File: src/charger_defines.svh
/*
  Constants of the battery charge controller: measurement thresholds,
  pulse timing and the digitized scale. Assumes millivolt and tenth-degree
  measurement codes from an external converter.
*/
`ifndef CHARGER_DEFINES_SVH
`define CHARGER_DEFINES_SVH

// ----------------------------------------------------------------------------
// measurement scale
// ----------------------------------------------------------------------------
`define MEAS_W 16
// voltages in mV, temperature in 0.1 degC, signed
`define CHG_MIN_MV 16'h15E0
`define CHG_MAX_MV 16'h3A98
`define BAT_DEEP_MV 16'h0C1C
`define BAT_FULL_MV 16'h1068
`define BAT_OVER_MV 16'h1176
`define TEMP_LO_OFF 16'sh0000
`define TEMP_LO_ON 16'sh0032
`define TEMP_HI_OFF 16'sh0190
`define TEMP_HI_ON 16'sh015E

// ----------------------------------------------------------------------------
// pulse timing
// ----------------------------------------------------------------------------
`define CLOCK_HZ 100000000
`define PULSE_HZ 100
`define PERIOD_CYCLES (`CLOCK_HZ / `PULSE_HZ)
`define PER_W 20
// on-time in per-mille of a period
`define PRE_ON_PERMILLE 125
`define FAST_ON_PERMILLE 990
// top charge: consecutive periods at full voltage before trickle
`define TOP_DONE_PERIODS 8'h64
// trickle on-time, per-mille
`define TRICKLE_ON_PERMILLE 50

`endif

File: src/charger_pkg.sv
/*
  Types of the battery charge controller. Assumes charger_defines.svh.
*/
package charger_pkg;
  typedef enum logic [2:0] {IDLE, PRE, FAST, TOP, TRICKLE} phase_t;
endpackage : charger_pkg

File: src/liion_charge_controller.sv
/*
  Li-Ion charge controller: charger detection, power-on request, phase
  sequencing, pulsed charge switch, temperature and over-voltage gating.
  Assumes measurement codes arrive asynchronously from a converter.
*/
// What this block does
// charger valid only while sense voltage lies within 5.6 V to 15 V
// valid charger while switched off requests power-on in charging mode
// phases run pre, fast, top, trickle in fixed order
// deep-discharged battery with valid charger starts pre-charge, even unpowered
// pre-charge pulses switch at 100 Hz, on one eighth of period
// pre-charge is hardware-only until battery reaches 3.1 V, then fast
// fast charge pulses at 100 Hz with 99 percent on-time
// fast charge checks charger presence during the off interval
// at 4.2 V switch to constant-voltage top charge until full
// after top charge, trickle while charger stays connected
// inhibit below 0 C, re-enable only above 5 C
// inhibit above 40 C, re-enable only below 35 C
// stop charging when battery exceeds 4.47 V over-voltage
// charger removed disables charging and opens the switch; top charge holds the switch closed, so presence is not refreshed there
// all comparisons made on digitized measurements against constant thresholds
// pulse period from clock divider, on-time compare chosen by phase
`timescale 1ns/100ps
`include "charger_defines.svh"

module liion_charge_controller
(
  // clock and reset
  input wire logic clock,
  input wire logic rst,
  // digitized measurements
  input wire logic [`MEAS_W-1:0] chargerMv,
  input wire logic [`MEAS_W-1:0] batteryMv,
  input wire logic signed [`MEAS_W-1:0] tempDeci,
  // device power status
  input wire logic devicePowered,
  // outputs
  output logic chargeSwitch,
  output logic powerOnRequest,
  output logic chargingMode,
  output logic [2:0] phase,
  output logic tempInhibit,
  output logic overVoltage
);
  // --------------------------------------------------------------------------
  // constants
  // --------------------------------------------------------------------------
  localparam logic [`PER_W-1:0] PRE_ON = `PER_W'(`PERIOD_CYCLES * `PRE_ON_PERMILLE / 1000);
  localparam logic [`PER_W-1:0] FAST_ON = `PER_W'(`PERIOD_CYCLES * `FAST_ON_PERMILLE / 1000);
  localparam logic [`PER_W-1:0] TRICKLE_ON = `PER_W'(`PERIOD_CYCLES * `TRICKLE_ON_PERMILLE / 1000);

  typedef struct packed
  {
    logic [`MEAS_W-1:0] chg1;
    logic [`MEAS_W-1:0] chg2;
    logic [`MEAS_W-1:0] chg3;
    logic [`MEAS_W-1:0] chgTaken;
    logic [`MEAS_W-1:0] bat1;
    logic [`MEAS_W-1:0] bat2;
    logic [`MEAS_W-1:0] bat3;
    logic [`MEAS_W-1:0] batTaken;
    logic [`MEAS_W-1:0] tmp1;
    logic [`MEAS_W-1:0] tmp2;
    logic [`MEAS_W-1:0] tmp3;
    logic [`MEAS_W-1:0] tmpTaken;
    logic pwr1;
    logic pwr2;
    charger_pkg::phase_t ph;
    logic cold;
    logic hot;
    logic ovp;
    logic present;
    logic pwrReq;
    logic [7:0] topCount;
  } cstate_t;

  cstate_t st;
  cstate_t next_st;
  logic chargerValid;
  logic allowed;
  logic run;
  logic [`PER_W-1:0] onCycles;
  logic pulseOn;
  logic offWindow;
  logic periodEnd;

  // --------------------------------------------------------------------------
  // decoding
  // --------------------------------------------------------------------------
  // inclusive window on the synchronised sense value
  function automatic logic in_window(input logic [`MEAS_W-1:0] v);
    in_window = (v >= `CHG_MIN_MV) && (v <= `CHG_MAX_MV);
  endfunction : in_window

  assign chargerValid = in_window(st.chgTaken);
  assign allowed = st.present && !st.cold && !st.hot && !st.ovp;

  // phase selects the compare value
  always_comb
  begin
    unique case (st.ph)
      charger_pkg::PRE: onCycles = PRE_ON;
      charger_pkg::FAST: onCycles = FAST_ON;
      charger_pkg::TRICKLE: onCycles = TRICKLE_ON;
      default: onCycles = `PER_W'(`PERIOD_CYCLES); // top: held on, voltage-limited
    endcase
  end

  assign run = allowed && (st.ph != charger_pkg::IDLE);

  pulse_gen u_pulse
  (
    .clock(clock),
    .rst(rst),
    .run(run),
    .onCycles(onCycles),
    .pulseOn(pulseOn),
    .offWindow(offWindow),
    .periodEnd(periodEnd)
  );

  // --------------------------------------------------------------------------
  // next state
  // --------------------------------------------------------------------------
  always_comb
  begin
    next_st = st;
    // two flops on each asynchronous measurement, then one more sample
    next_st.chg1 = chargerMv;
    next_st.chg2 = st.chg1;
    next_st.chg3 = st.chg2;
    next_st.bat1 = batteryMv;
    next_st.bat2 = st.bat1;
    next_st.bat3 = st.bat2;
    next_st.tmp1 = tempDeci;
    next_st.tmp2 = st.tmp1;
    next_st.tmp3 = st.tmp2;
    next_st.pwr1 = devicePowered;
    next_st.pwr2 = st.pwr1;

    // a word is taken only when two synced samples agree, so a code caught
    // mid-change never meets a threshold; a code that never settles is never taken
    if (st.chg2 == st.chg3)
      next_st.chgTaken = st.chg2;
    if (st.bat2 == st.bat3)
      next_st.batTaken = st.bat2;
    if (st.tmp2 == st.tmp3)
      next_st.tmpTaken = st.tmp2;

    // presence: refreshed when switch is open, since closed switch masks sense
    if (st.ph == charger_pkg::IDLE || !pulseOn)
      next_st.present = chargerValid;

    // temperature hysteresis
    if ($signed(st.tmpTaken) < `TEMP_LO_OFF)
      next_st.cold = 1'b1;
    else if ($signed(st.tmpTaken) > `TEMP_LO_ON)
      next_st.cold = 1'b0;
    if ($signed(st.tmpTaken) > `TEMP_HI_OFF)
      next_st.hot = 1'b1;
    else if ($signed(st.tmpTaken) < `TEMP_HI_ON)
      next_st.hot = 1'b0;

    // over-voltage latches until the charger goes away; a new excess wins over the clear
    if (st.batTaken > `BAT_OVER_MV)
      next_st.ovp = 1'b1;
    else if (!st.present)
      next_st.ovp = 1'b0;

    // power-on request while a charger is present and device off
    next_st.pwrReq = st.present && !st.pwr2;

    unique case (st.ph)
      charger_pkg::IDLE:
        if (st.present)
          next_st.ph = (st.batTaken < `BAT_DEEP_MV) ? charger_pkg::PRE : charger_pkg::FAST;
      charger_pkg::PRE:
        if (st.batTaken >= `BAT_DEEP_MV)
          next_st.ph = charger_pkg::FAST;
      charger_pkg::FAST:
        if (st.batTaken >= `BAT_FULL_MV)
        begin
          next_st.ph = charger_pkg::TOP;
          next_st.topCount = 8'h00;
        end
      charger_pkg::TOP:
        // full when voltage stays at maximum for a run of periods
        if (periodEnd)
        begin
          if (st.batTaken < `BAT_FULL_MV)
            next_st.topCount = 8'h00;
          else if (st.topCount == `TOP_DONE_PERIODS - 8'h01)
            next_st.ph = charger_pkg::TRICKLE;
          else
            next_st.topCount = st.topCount + 8'h01;
        end
      charger_pkg::TRICKLE:
        next_st.ph = charger_pkg::TRICKLE;
      default:
        next_st.ph = charger_pkg::IDLE;
    endcase

    // charger removal ends the sequence from any phase
    if (!st.present)
      next_st.ph = charger_pkg::IDLE;
  end

  always_ff @(posedge clock)
  begin
    if (rst)
    begin
      st <= '0;
      st.ph <= charger_pkg::IDLE;
    end
    else
      st <= next_st;
  end

  // --------------------------------------------------------------------------
  // outputs
  // --------------------------------------------------------------------------
  assign chargeSwitch = pulseOn;
  assign powerOnRequest = st.pwrReq;
  assign chargingMode = st.ph != charger_pkg::IDLE;
  assign phase = st.ph;
  assign tempInhibit = st.cold || st.hot;
  assign overVoltage = st.ovp;
endmodule : liion_charge_controller

File: src/pulse_gen.sv
/*
  Divides the clock into the switch pulse period and compares against the
  on-time. Assumes a change of on-time mid-period may stretch or cut one pulse.
*/
`timescale 1ns/100ps
`include "charger_defines.svh"

module pulse_gen
(
  // clock and reset
  input wire logic clock,
  input wire logic rst,
  // control
  input wire logic run,
  input wire logic [`PER_W-1:0] onCycles,
  // outputs
  output logic pulseOn,
  output logic offWindow,
  output logic periodEnd
);
  typedef struct packed
  {
    logic [`PER_W-1:0] count;
    logic on;
    logic off;
  } pstate_t;

  localparam logic [`PER_W-1:0] LAST = `PER_W'(`PERIOD_CYCLES - 1);

  pstate_t st;
  pstate_t next_st;

  // period counter and compare, on-time first in each period
  always_comb
  begin
    next_st = st;
    if (!run || st.count == LAST)
      next_st.count = '0;
    else
      next_st.count = st.count + `PER_W'(1);
    next_st.on = run && (next_st.count < onCycles);
    next_st.off = run && !next_st.on;
  end

  always_ff @(posedge clock)
  begin
    if (rst)
      st <= '0;
    else
      st <= next_st;
  end

  assign pulseOn = st.on;
  assign offWindow = st.off;
  assign periodEnd = run && (st.count == LAST);
endmodule : pulse_gen
File: config.mk
export PLATFORM = sky130hd
export DESIGN_NAME = liion_charge_controller
export DESIGN_NICKNAME = d
export VERILOG_FILES = /design/src/charger_pkg.sv /design/src/liion_charge_controller.sv /design/src/pulse_gen.sv
export VERILOG_INCLUDE_DIRS = /design/src
export SDC_FILE = /design/constraint.sdc
export NUM_CORES = 1
export LEC_CHECK = 0
export BUFFER_PORTS_ARGS = -buffer_cell sky130_fd_sc_hd__buf_2
export CAP_MARGIN = 40
export CORE_UTILIZATION = 45
export CTS_BUF_LIST = sky130_fd_sc_hd__clkbuf_8
export DETAILED_ROUTE_END_ITERATION = 10
export GPL_TIMING_DRIVEN = 0
export SYNTH_ARGS = -nofsm -noshare
export SYNTH_HDL_FRONTEND = slang
export SYNTH_HIERARCHICAL = 1
export SYNTH_SLANG_ARGS = --single-unit
File: constraint.sdc
create_clock -name clock -period 5.5 [get_ports clock]
set_clock_uncertainty 0.15 [all_clocks]
set_input_delay 0.825 -clock clock [delete_from_list [all_inputs] [get_ports clock]]
set_output_delay 0.825 -clock clock [all_outputs]
set_load 0.02 [all_outputs]
# Word level (Yosys, flattened, before mapping)
# Index checks and enable logic that the tools add are counted.
# totals
regBits,231
in_bits,51
out_inout_bits,8
word_cells,99
# classes
n_addsub,2
magnitude_cmp,12
n_eq_ne,16
n_mux,20
n_bitwise,1
n_reduce_logical,25
# ops
operator,n
$pmux 20 s3,1
$eq 16x16->1,3
$ge 16x13->1 const B,2
$mux 8,4
$add 20x1->20 const B,1
$eq 20x20->1 const B,1
$lt 20x20->1,1
$mux 20,1
$ge 16x12->1 const B,1
$gt 16x10->1 const B,1
$gt 16x13->1 const B,1
$gt 16x7->1 const B,1
$le 16x14->1 const B,1
$lt 16x1->1 const B,1
$lt 16x10->1 const B,1
$lt 16x12->1 const B,1
$lt 16x13->1 const B,1
$pmux 8 s2,1
$mux 3,5
$pmux 3 s5,1
$ne 2x2->1 const B,5
$add 8x1->8 const B,1
$eq 8x7->1 const B,1
$logic_and 1x1->1,8
other kinds (16),31

# Logic depth before layout (Yosys ltp)
# Gate-level depths: netlist (run 1).
# logic_depth
depth_word,10
mapped_depth,13
depth_no_buf,12

# By module
# The synthesis (run 1) kept the hierarchy.
# modules_own_cells
mod,n_inst,cells_per_inst,area_per_inst_um2,seq_area_each_um2
liion_charge_controller,1,677,7298.2,4204.0
pulse_gen,1,195,1570.3,440.4

# Least setup slack after synthesis (run 1)
# No wires, ideal clock.
# synth_timing
path_type,reg2reg
start,register st (netlist bit phase[0])
end,"register, netlist name u_pulse/offWindow"
setup_time_ns,0.116
t_arrival_ns,3.334
required_ns,5.234
setup_slack_ns,1.900
stages_incl_launch_ff,14
path_buffers,3
synth_period_minus_slack_ns,3.600
path_cell_list,dfxtp_1 clkbuf_1 or3_1 nor4bb_1 o21ai_2 buf_6 buf_2 nor2_1 ha_1 and3_1 a221o_1 a221oi_2 o21ai_2 a41o_1
# synth_lines
element,line_no,rtl
start: declaration,liion_charge_controller.sv:77,cstate_t st;
start signal: assignment,liion_charge_controller.sv:216,st <= next_st;

==> reports/metrics.yaml, run 1 <==
status:
  status: "completed"
clocking:
  cts_num_sinks: 231
  cts_tree: "built"
  clk_path_buf_depth: 3
  insertion_delay_ps: 520
  cts.reportedPaths.clkPinSlew_ps: 60
  htree_num_levels: 2
  cts_inserted_buffers: 38
  ctsHoldBuffers: 0
  root_buffer: "clkbuf_8"
  cts-resized-gates: 0
  post-cts-setup-buffers: 0
place:
  dpl-instance-area_mm2: 0.00947
  port_buffers: 58
  place.gp.congestion: 0.835
  post-dp-hpwl_mm: 12.0
drt:
  firstDrtPassIters: 6
  drc: 0
  vias: 5961
  routed_wl_mm: 16.5
  vias_per_cell: 4.75
  ant_nets: 0
  wl_per_cell_um: 13.1
  drt_iter0_drc: 244
setup_path:
  worstPathArrival_ps: 4050
  cp.required_ps: 5790
  start_kind: "register"
  r2r-start: "phase[0]$_SDFFE_PP0P_"
  crit_path_end: "u_pulse/pulseOn$_SDFF_PP0_"
  path_class: "reg2reg"
  reg2reg_slack_ps: 1740
  path_max_fanout: 10
  reg2reg_depth: 13
  critPathCaptureType: "register"
  worstReg2RegEnd: "u_pulse/pulseOn$_SDFF_PP0_"
  startpoint: "phase[0]$_SDFFE_PP0P_"
timing:
  setup_viol: 0
  tightest_slew_ps: 653
  hold_violations: 0
  fin_crit_ps: 3760
  slew_viol_final: 0
  rsz0062_at_grt: "no"
  tns_ps: 0
  fin_crit_sh_pct: 68.4
  relSlewSlack_pct: 56.0
  fmax_mhz: 266
hold_path:
  min_path_cells: 1
  hold_path_class: "reg2reg"
  hold_start: "st[16]$_SDFF_PP0_"
global_routing:
  grt_first_pass_wirelength_mm: 27.7
  antenna_found_initial: 1
  grt_overflow: 0
  grt_max_degree: 11
  grt_pass1_vias: 5687
  track_usage_pct: 17.2
power_and_ir_drop:
  p_total_mw: 3.39
  ir_worst_vdd_mv: 0.234
  sw_frac_of_total_pct: 21.8
  p_clk_share_pct: 44.4
  netSwitchingPower_mw: 0.740
  p_leak_nw: 4.70
  power_density_mw_per_mm2: 331
  power_frac_comb_pct: 4.1
  p_seq_share_pct: 51.4
  p_int_mw: 2.65
floorplanning:
  rows: 50
  die_w_um: 142
  core_area_mm2: 0.0190
  initial_utilization_pct: 46.6
  ios: 59
  dieArea_mm2: 0.0202
  fp.dieH_um: 142
logic_synthesis:
  syn_area_mm2: 0.00883
  synth_cells: 869
  yosysWarnings: 6
  avgSynthCellArea_um2: 10.2
layout:
  stdcell_area_mm2: 0.0103
  nets: 1044
  drive_above_1_share_pct: 14.2
  antennaDiodeCount: 0
  post-route-util_pct: 54.1
  area_growth_pct: 16.1
flow_run:
  drv_cap: 0
==> sequential cells by signal, summed over array words and instances (netlist names) <==
register	cells
overVoltage	1
u_pulse/st	20
u_pulse/pulseOn	1
powerOnRequest	1
st	108
next_st	97
phase	3
==> cell usage in the layout (no fill, tap or decap), types with 3 or more instances in the layout <==
master,count
or4_1,4
and3_1,8
and2_1,3
nor3_1,17
o311ai_1,3
or3_1,4
dfxtp_1,231
nand2_1,19
a31oi_1,3
nor4_1,17
o211ai_1,5
inv_1,39
nor2_1,87
mux2i_1,48
xor2_1,61
buf_2,65
clkbuf_1,26
nand2b_1,3
conb_1,5
a21o_1,3
xnor2_1,6
a21oi_1,13
nor2b_1,151
buf_4,3
nand4_1,14
o21ai_0,4
ha_1,21
clkbuf_8,54
o21ai_1,3
nand3_1,20
==> through the flow <==
stage                     std cells  setup WS (ps)  hold slack, ps
final                          1255           1740             252
after detailed placement       1192           1750             257
after global placement         1191           1480             253
after floorplan                 873           2060             218
after CTS                      1255           1710             262
after global routing           1255           1370             268
==> critical path, stage by stage, from the launching register on <==
cell	delay, ps
dfxtp_1	400
clkbuf_1	380
or3_1	230
nor4bb_1	550
o21ai_2	130
buf_6	170
buf_2	180
nor2_1	140
ha_1	260
and3_1	220
and3_1	200
a221oi_1	290
nand3_1	160
a211oi_2	200
==> layer usage <==
layer / vias up / part of all wire, % / track usage (%)
li1: 3121 / - / -
met1: 2687 / 48 / 22.8
met2: 112 / 44 / 27.2
met3: 39 / 4.8 / 3.60
met4: 2 / 2.7 / 7.24
met5: - / 0.079 / 0
==> cell type report <==
type,count,area [µm²]
plain buffers,37,166
clock buffers,54,743
clock inverters,9,45.0
fillers,1793,8700
inverters,32,120
multi-input cells,573,3940
flip-flops and latches,231,4620
well taps,260,325
repair buffers,59,294
==> power by group through the flow <==
stage	clock, mW	combinational [mW]	sequential [mW]
after floorplan	0	0.101	1.77
after global placement	0	0.142	1.78
after detailed placement	0	0.143	1.78
after CTS	1.56	0.143	1.75
after global routing	1.64	0.158	1.75
final	1.51	0.140	1.75
==> worst min-delay path by stage <==
stage | slack, ps | endpoint
3_5_place_dp | 260 | powerOnRequest$_SDFF_PP0_
5_1_grt | 270 | powerOnRequest$_SDFF_PP0_
4_1_cts | 260 | powerOnRequest$_SDFF_PP0_
6_report | 250 | powerOnRequest$_SDFF_PP0_
3_3_place_gp | 250 | powerOnRequest$_SDFF_PP0_
2_1_floorplan | 220 | powerOnRequest$_SDFF_PP0_
Power figures use the tool's default switching activity.
==> run 2, diff against run 1 <==
Clock period 5.5 ns to 3.1 ns, I/O delays scaled along.
==> reports/metrics.yaml, run 2 (synthesis gave the netlist of run 1 again) <==
status:
  status: "completed"
global_routing:
  grt_first_pass_wirelength_mm: 28.4
  antenna_found_initial: 0
  grt_pass1_vias: 6041
  grt_max_degree: 13
  grt_overflow: 0
  track_usage_pct: 17.6
setup_path:
  path_class: "reg2reg"
  crit_top_cell: "buf_4"
  crit_path_cell_trace: "or3_4 -> nor4bb_4 -> buf_4 -> buf_4 -> inv_1 -> nor3_1 -> o311ai_0 -> a31o_1 -> or4_1 -> nand3_1"
  slowest_stage: "dfxtp_2"
  worstPathArrival_ps: 3360
  start_kind: "register"
  slowest_delay_ps: 480
  cp.required_ps: 3410
  critPathCaptureType: "register"
  path_buf_inv: 3
  cpLargestDelayFamily: "simple AND/OR/NAND/NOR gates"
  path_max_fanout: 12
clocking:
  cts_inserted_buffers: 38
  htree_num_levels: 2
  cts_tree: "built"
  cts.reportedPaths.clkPinSlew_ps: 60
  clk_path_buf_depth: 3
  cts_num_sinks: 231
  insertion_delay_ps: 530
  root_buffer: "clkbuf_8"
floorplanning:
  initial_utilization_pct: 46.6
  rows: 50
  core_area_mm2: 0.0190
  ios: 59
  die_w_um: 142
  fp.dieH_um: 142
  dieArea_mm2: 0.0202
timing:
  fin_crit_sh_pct: 98.5
  hold_violations: 0
  setup_viol: 0
  relSlewSlack_pct: 56.6
  tightest_slew_ps: 646
  fin_crit_ps: 3050
  fmax_mhz: 327
  slew_viol_final: 0
  rsz0062_at_grt: "yes"
layout:
  regMostFlops: "st"
  antennaDiodeCount: 0
  layout_common_cells: "dfxtp_1 (227), nor2b_1 (151), nor2_1 (85)"
  fill_cells: 1703
  largest_reg_flops: 108
  final_cells: 1300
  area_growth_pct: 21.7
  drive_above_1_share_pct: 14.7
  layout_commonest_cell: "dfxtp_1"
  post-route-util_pct: 56.7
  stdcell_area_mm2: 0.0107
  nets: 1090
power_and_ir_drop:
  power_frac_comb_pct: 5.0
  p_clk_share_pct: 42.2
  sw_frac_of_total_pct: 22.4
  p_int_mw: 4.55
  p_total_mw: 5.86
  p_seq_share_pct: 52.8
  p_leak_nw: 4.90
  netSwitchingPower_mw: 1.31
  ir_worst_vdd_mv: 0.348
  power_density_mw_per_mm2: 546
hold_path:
  hold_path_class: "in2reg"
place:
  dpl-instance-area_mm2: 0.00948
  dp.cells: 1191
  port_buffers: 58
  post-dp-hpwl_mm: 11.8
  place.gp.congestion: 0.845
drt:
  vias: 6134
  drt_iter0_drc: 222
  firstDrtPassIters: 4
  wl_per_cell_um: 13.0
  vias_per_cell: 4.72
  routed_wl_mm: 16.9
  drc: 0
  ant_nets: 0
flow_run:
  drv_cap: 0
## run 2: layout make-up
class                           instances  area, µm²  share of cell area, %
Buffer                                 35        174                   1.62
Tap cell                              260        325                   3.03
Sequential cell                       231       4630                   43.1
Inverter                               32        120                   1.12
Multi-Input combinational cell        573       4010                   37.3
Clock buffer                           46        633                   5.89
Clock inverter                         16       80.1                  0.745
Timing Repair Buffer                  107        771                   7.17
## run 2: timing repair
| item | 4_1_cts | 5_1_grt |
|---|---|---|
| hold endpoints to repair | 45 | 0 |
| buffers inserted | 2 | 2 |
| resized for setup | 13 | 7 |
| pin swaps | 2 | 3 |
| setup endpoints to repair | 3 | 3 |
| hold buffers | 45 | 0 |
## run 2: per-stage QoR
stage          hold WS [ps]  setup slack, ps  TNS (ps)
2_1_floorplan           218             40.4         0
3_3_place_gp            253             -367      -434
3_5_place_dp            249             -380      -465
4_1_cts                5.36             5.17         0
5_1_grt                10.2             -115      -274
6_report               24.9             45.5         0
## run 2: metal layers
layer  routed length (µm)  GRT usage (%)
met4                  316           6.45
met3                  671           3.63
met2                 7860           30.3
met5                    0              0
met1                 8100           21.7
## run 2: worst paths after layout
| check | startpoint | to | slack, ps | cells past startpoint |
|---|---|---|---|---|
| max | phase[0]$_SDFFE_PP0P_ | st[5]$_SDFFE_PP0P_ | 50 | 10 |
| min | tempDeci[12] | next_st[62]$_SDFF_PP0_ | 20 | 2 |
| max reg2reg | phase[0]$_SDFFE_PP0P_ | st[5]$_SDFFE_PP0P_ | 50 | 10 |
| min reg2reg | st[16]$_SDFF_PP0_ | powerOnRequest$_SDFF_PP0_ | 230 | 1 |
## run 2: power by group through the flow
stage | Combinational, mW | Sequential, mW | Clock, mW
finish | 0.294 | 3.10 | 2.47
global route | 0.329 | 3.11 | 2.71
CTS | 0.296 | 3.10 | 2.56
detailed placement | 0.252 | 3.16 | 0
global placement | 0.251 | 3.16 | 0
floorplan | 0.180 | 3.15 | 0
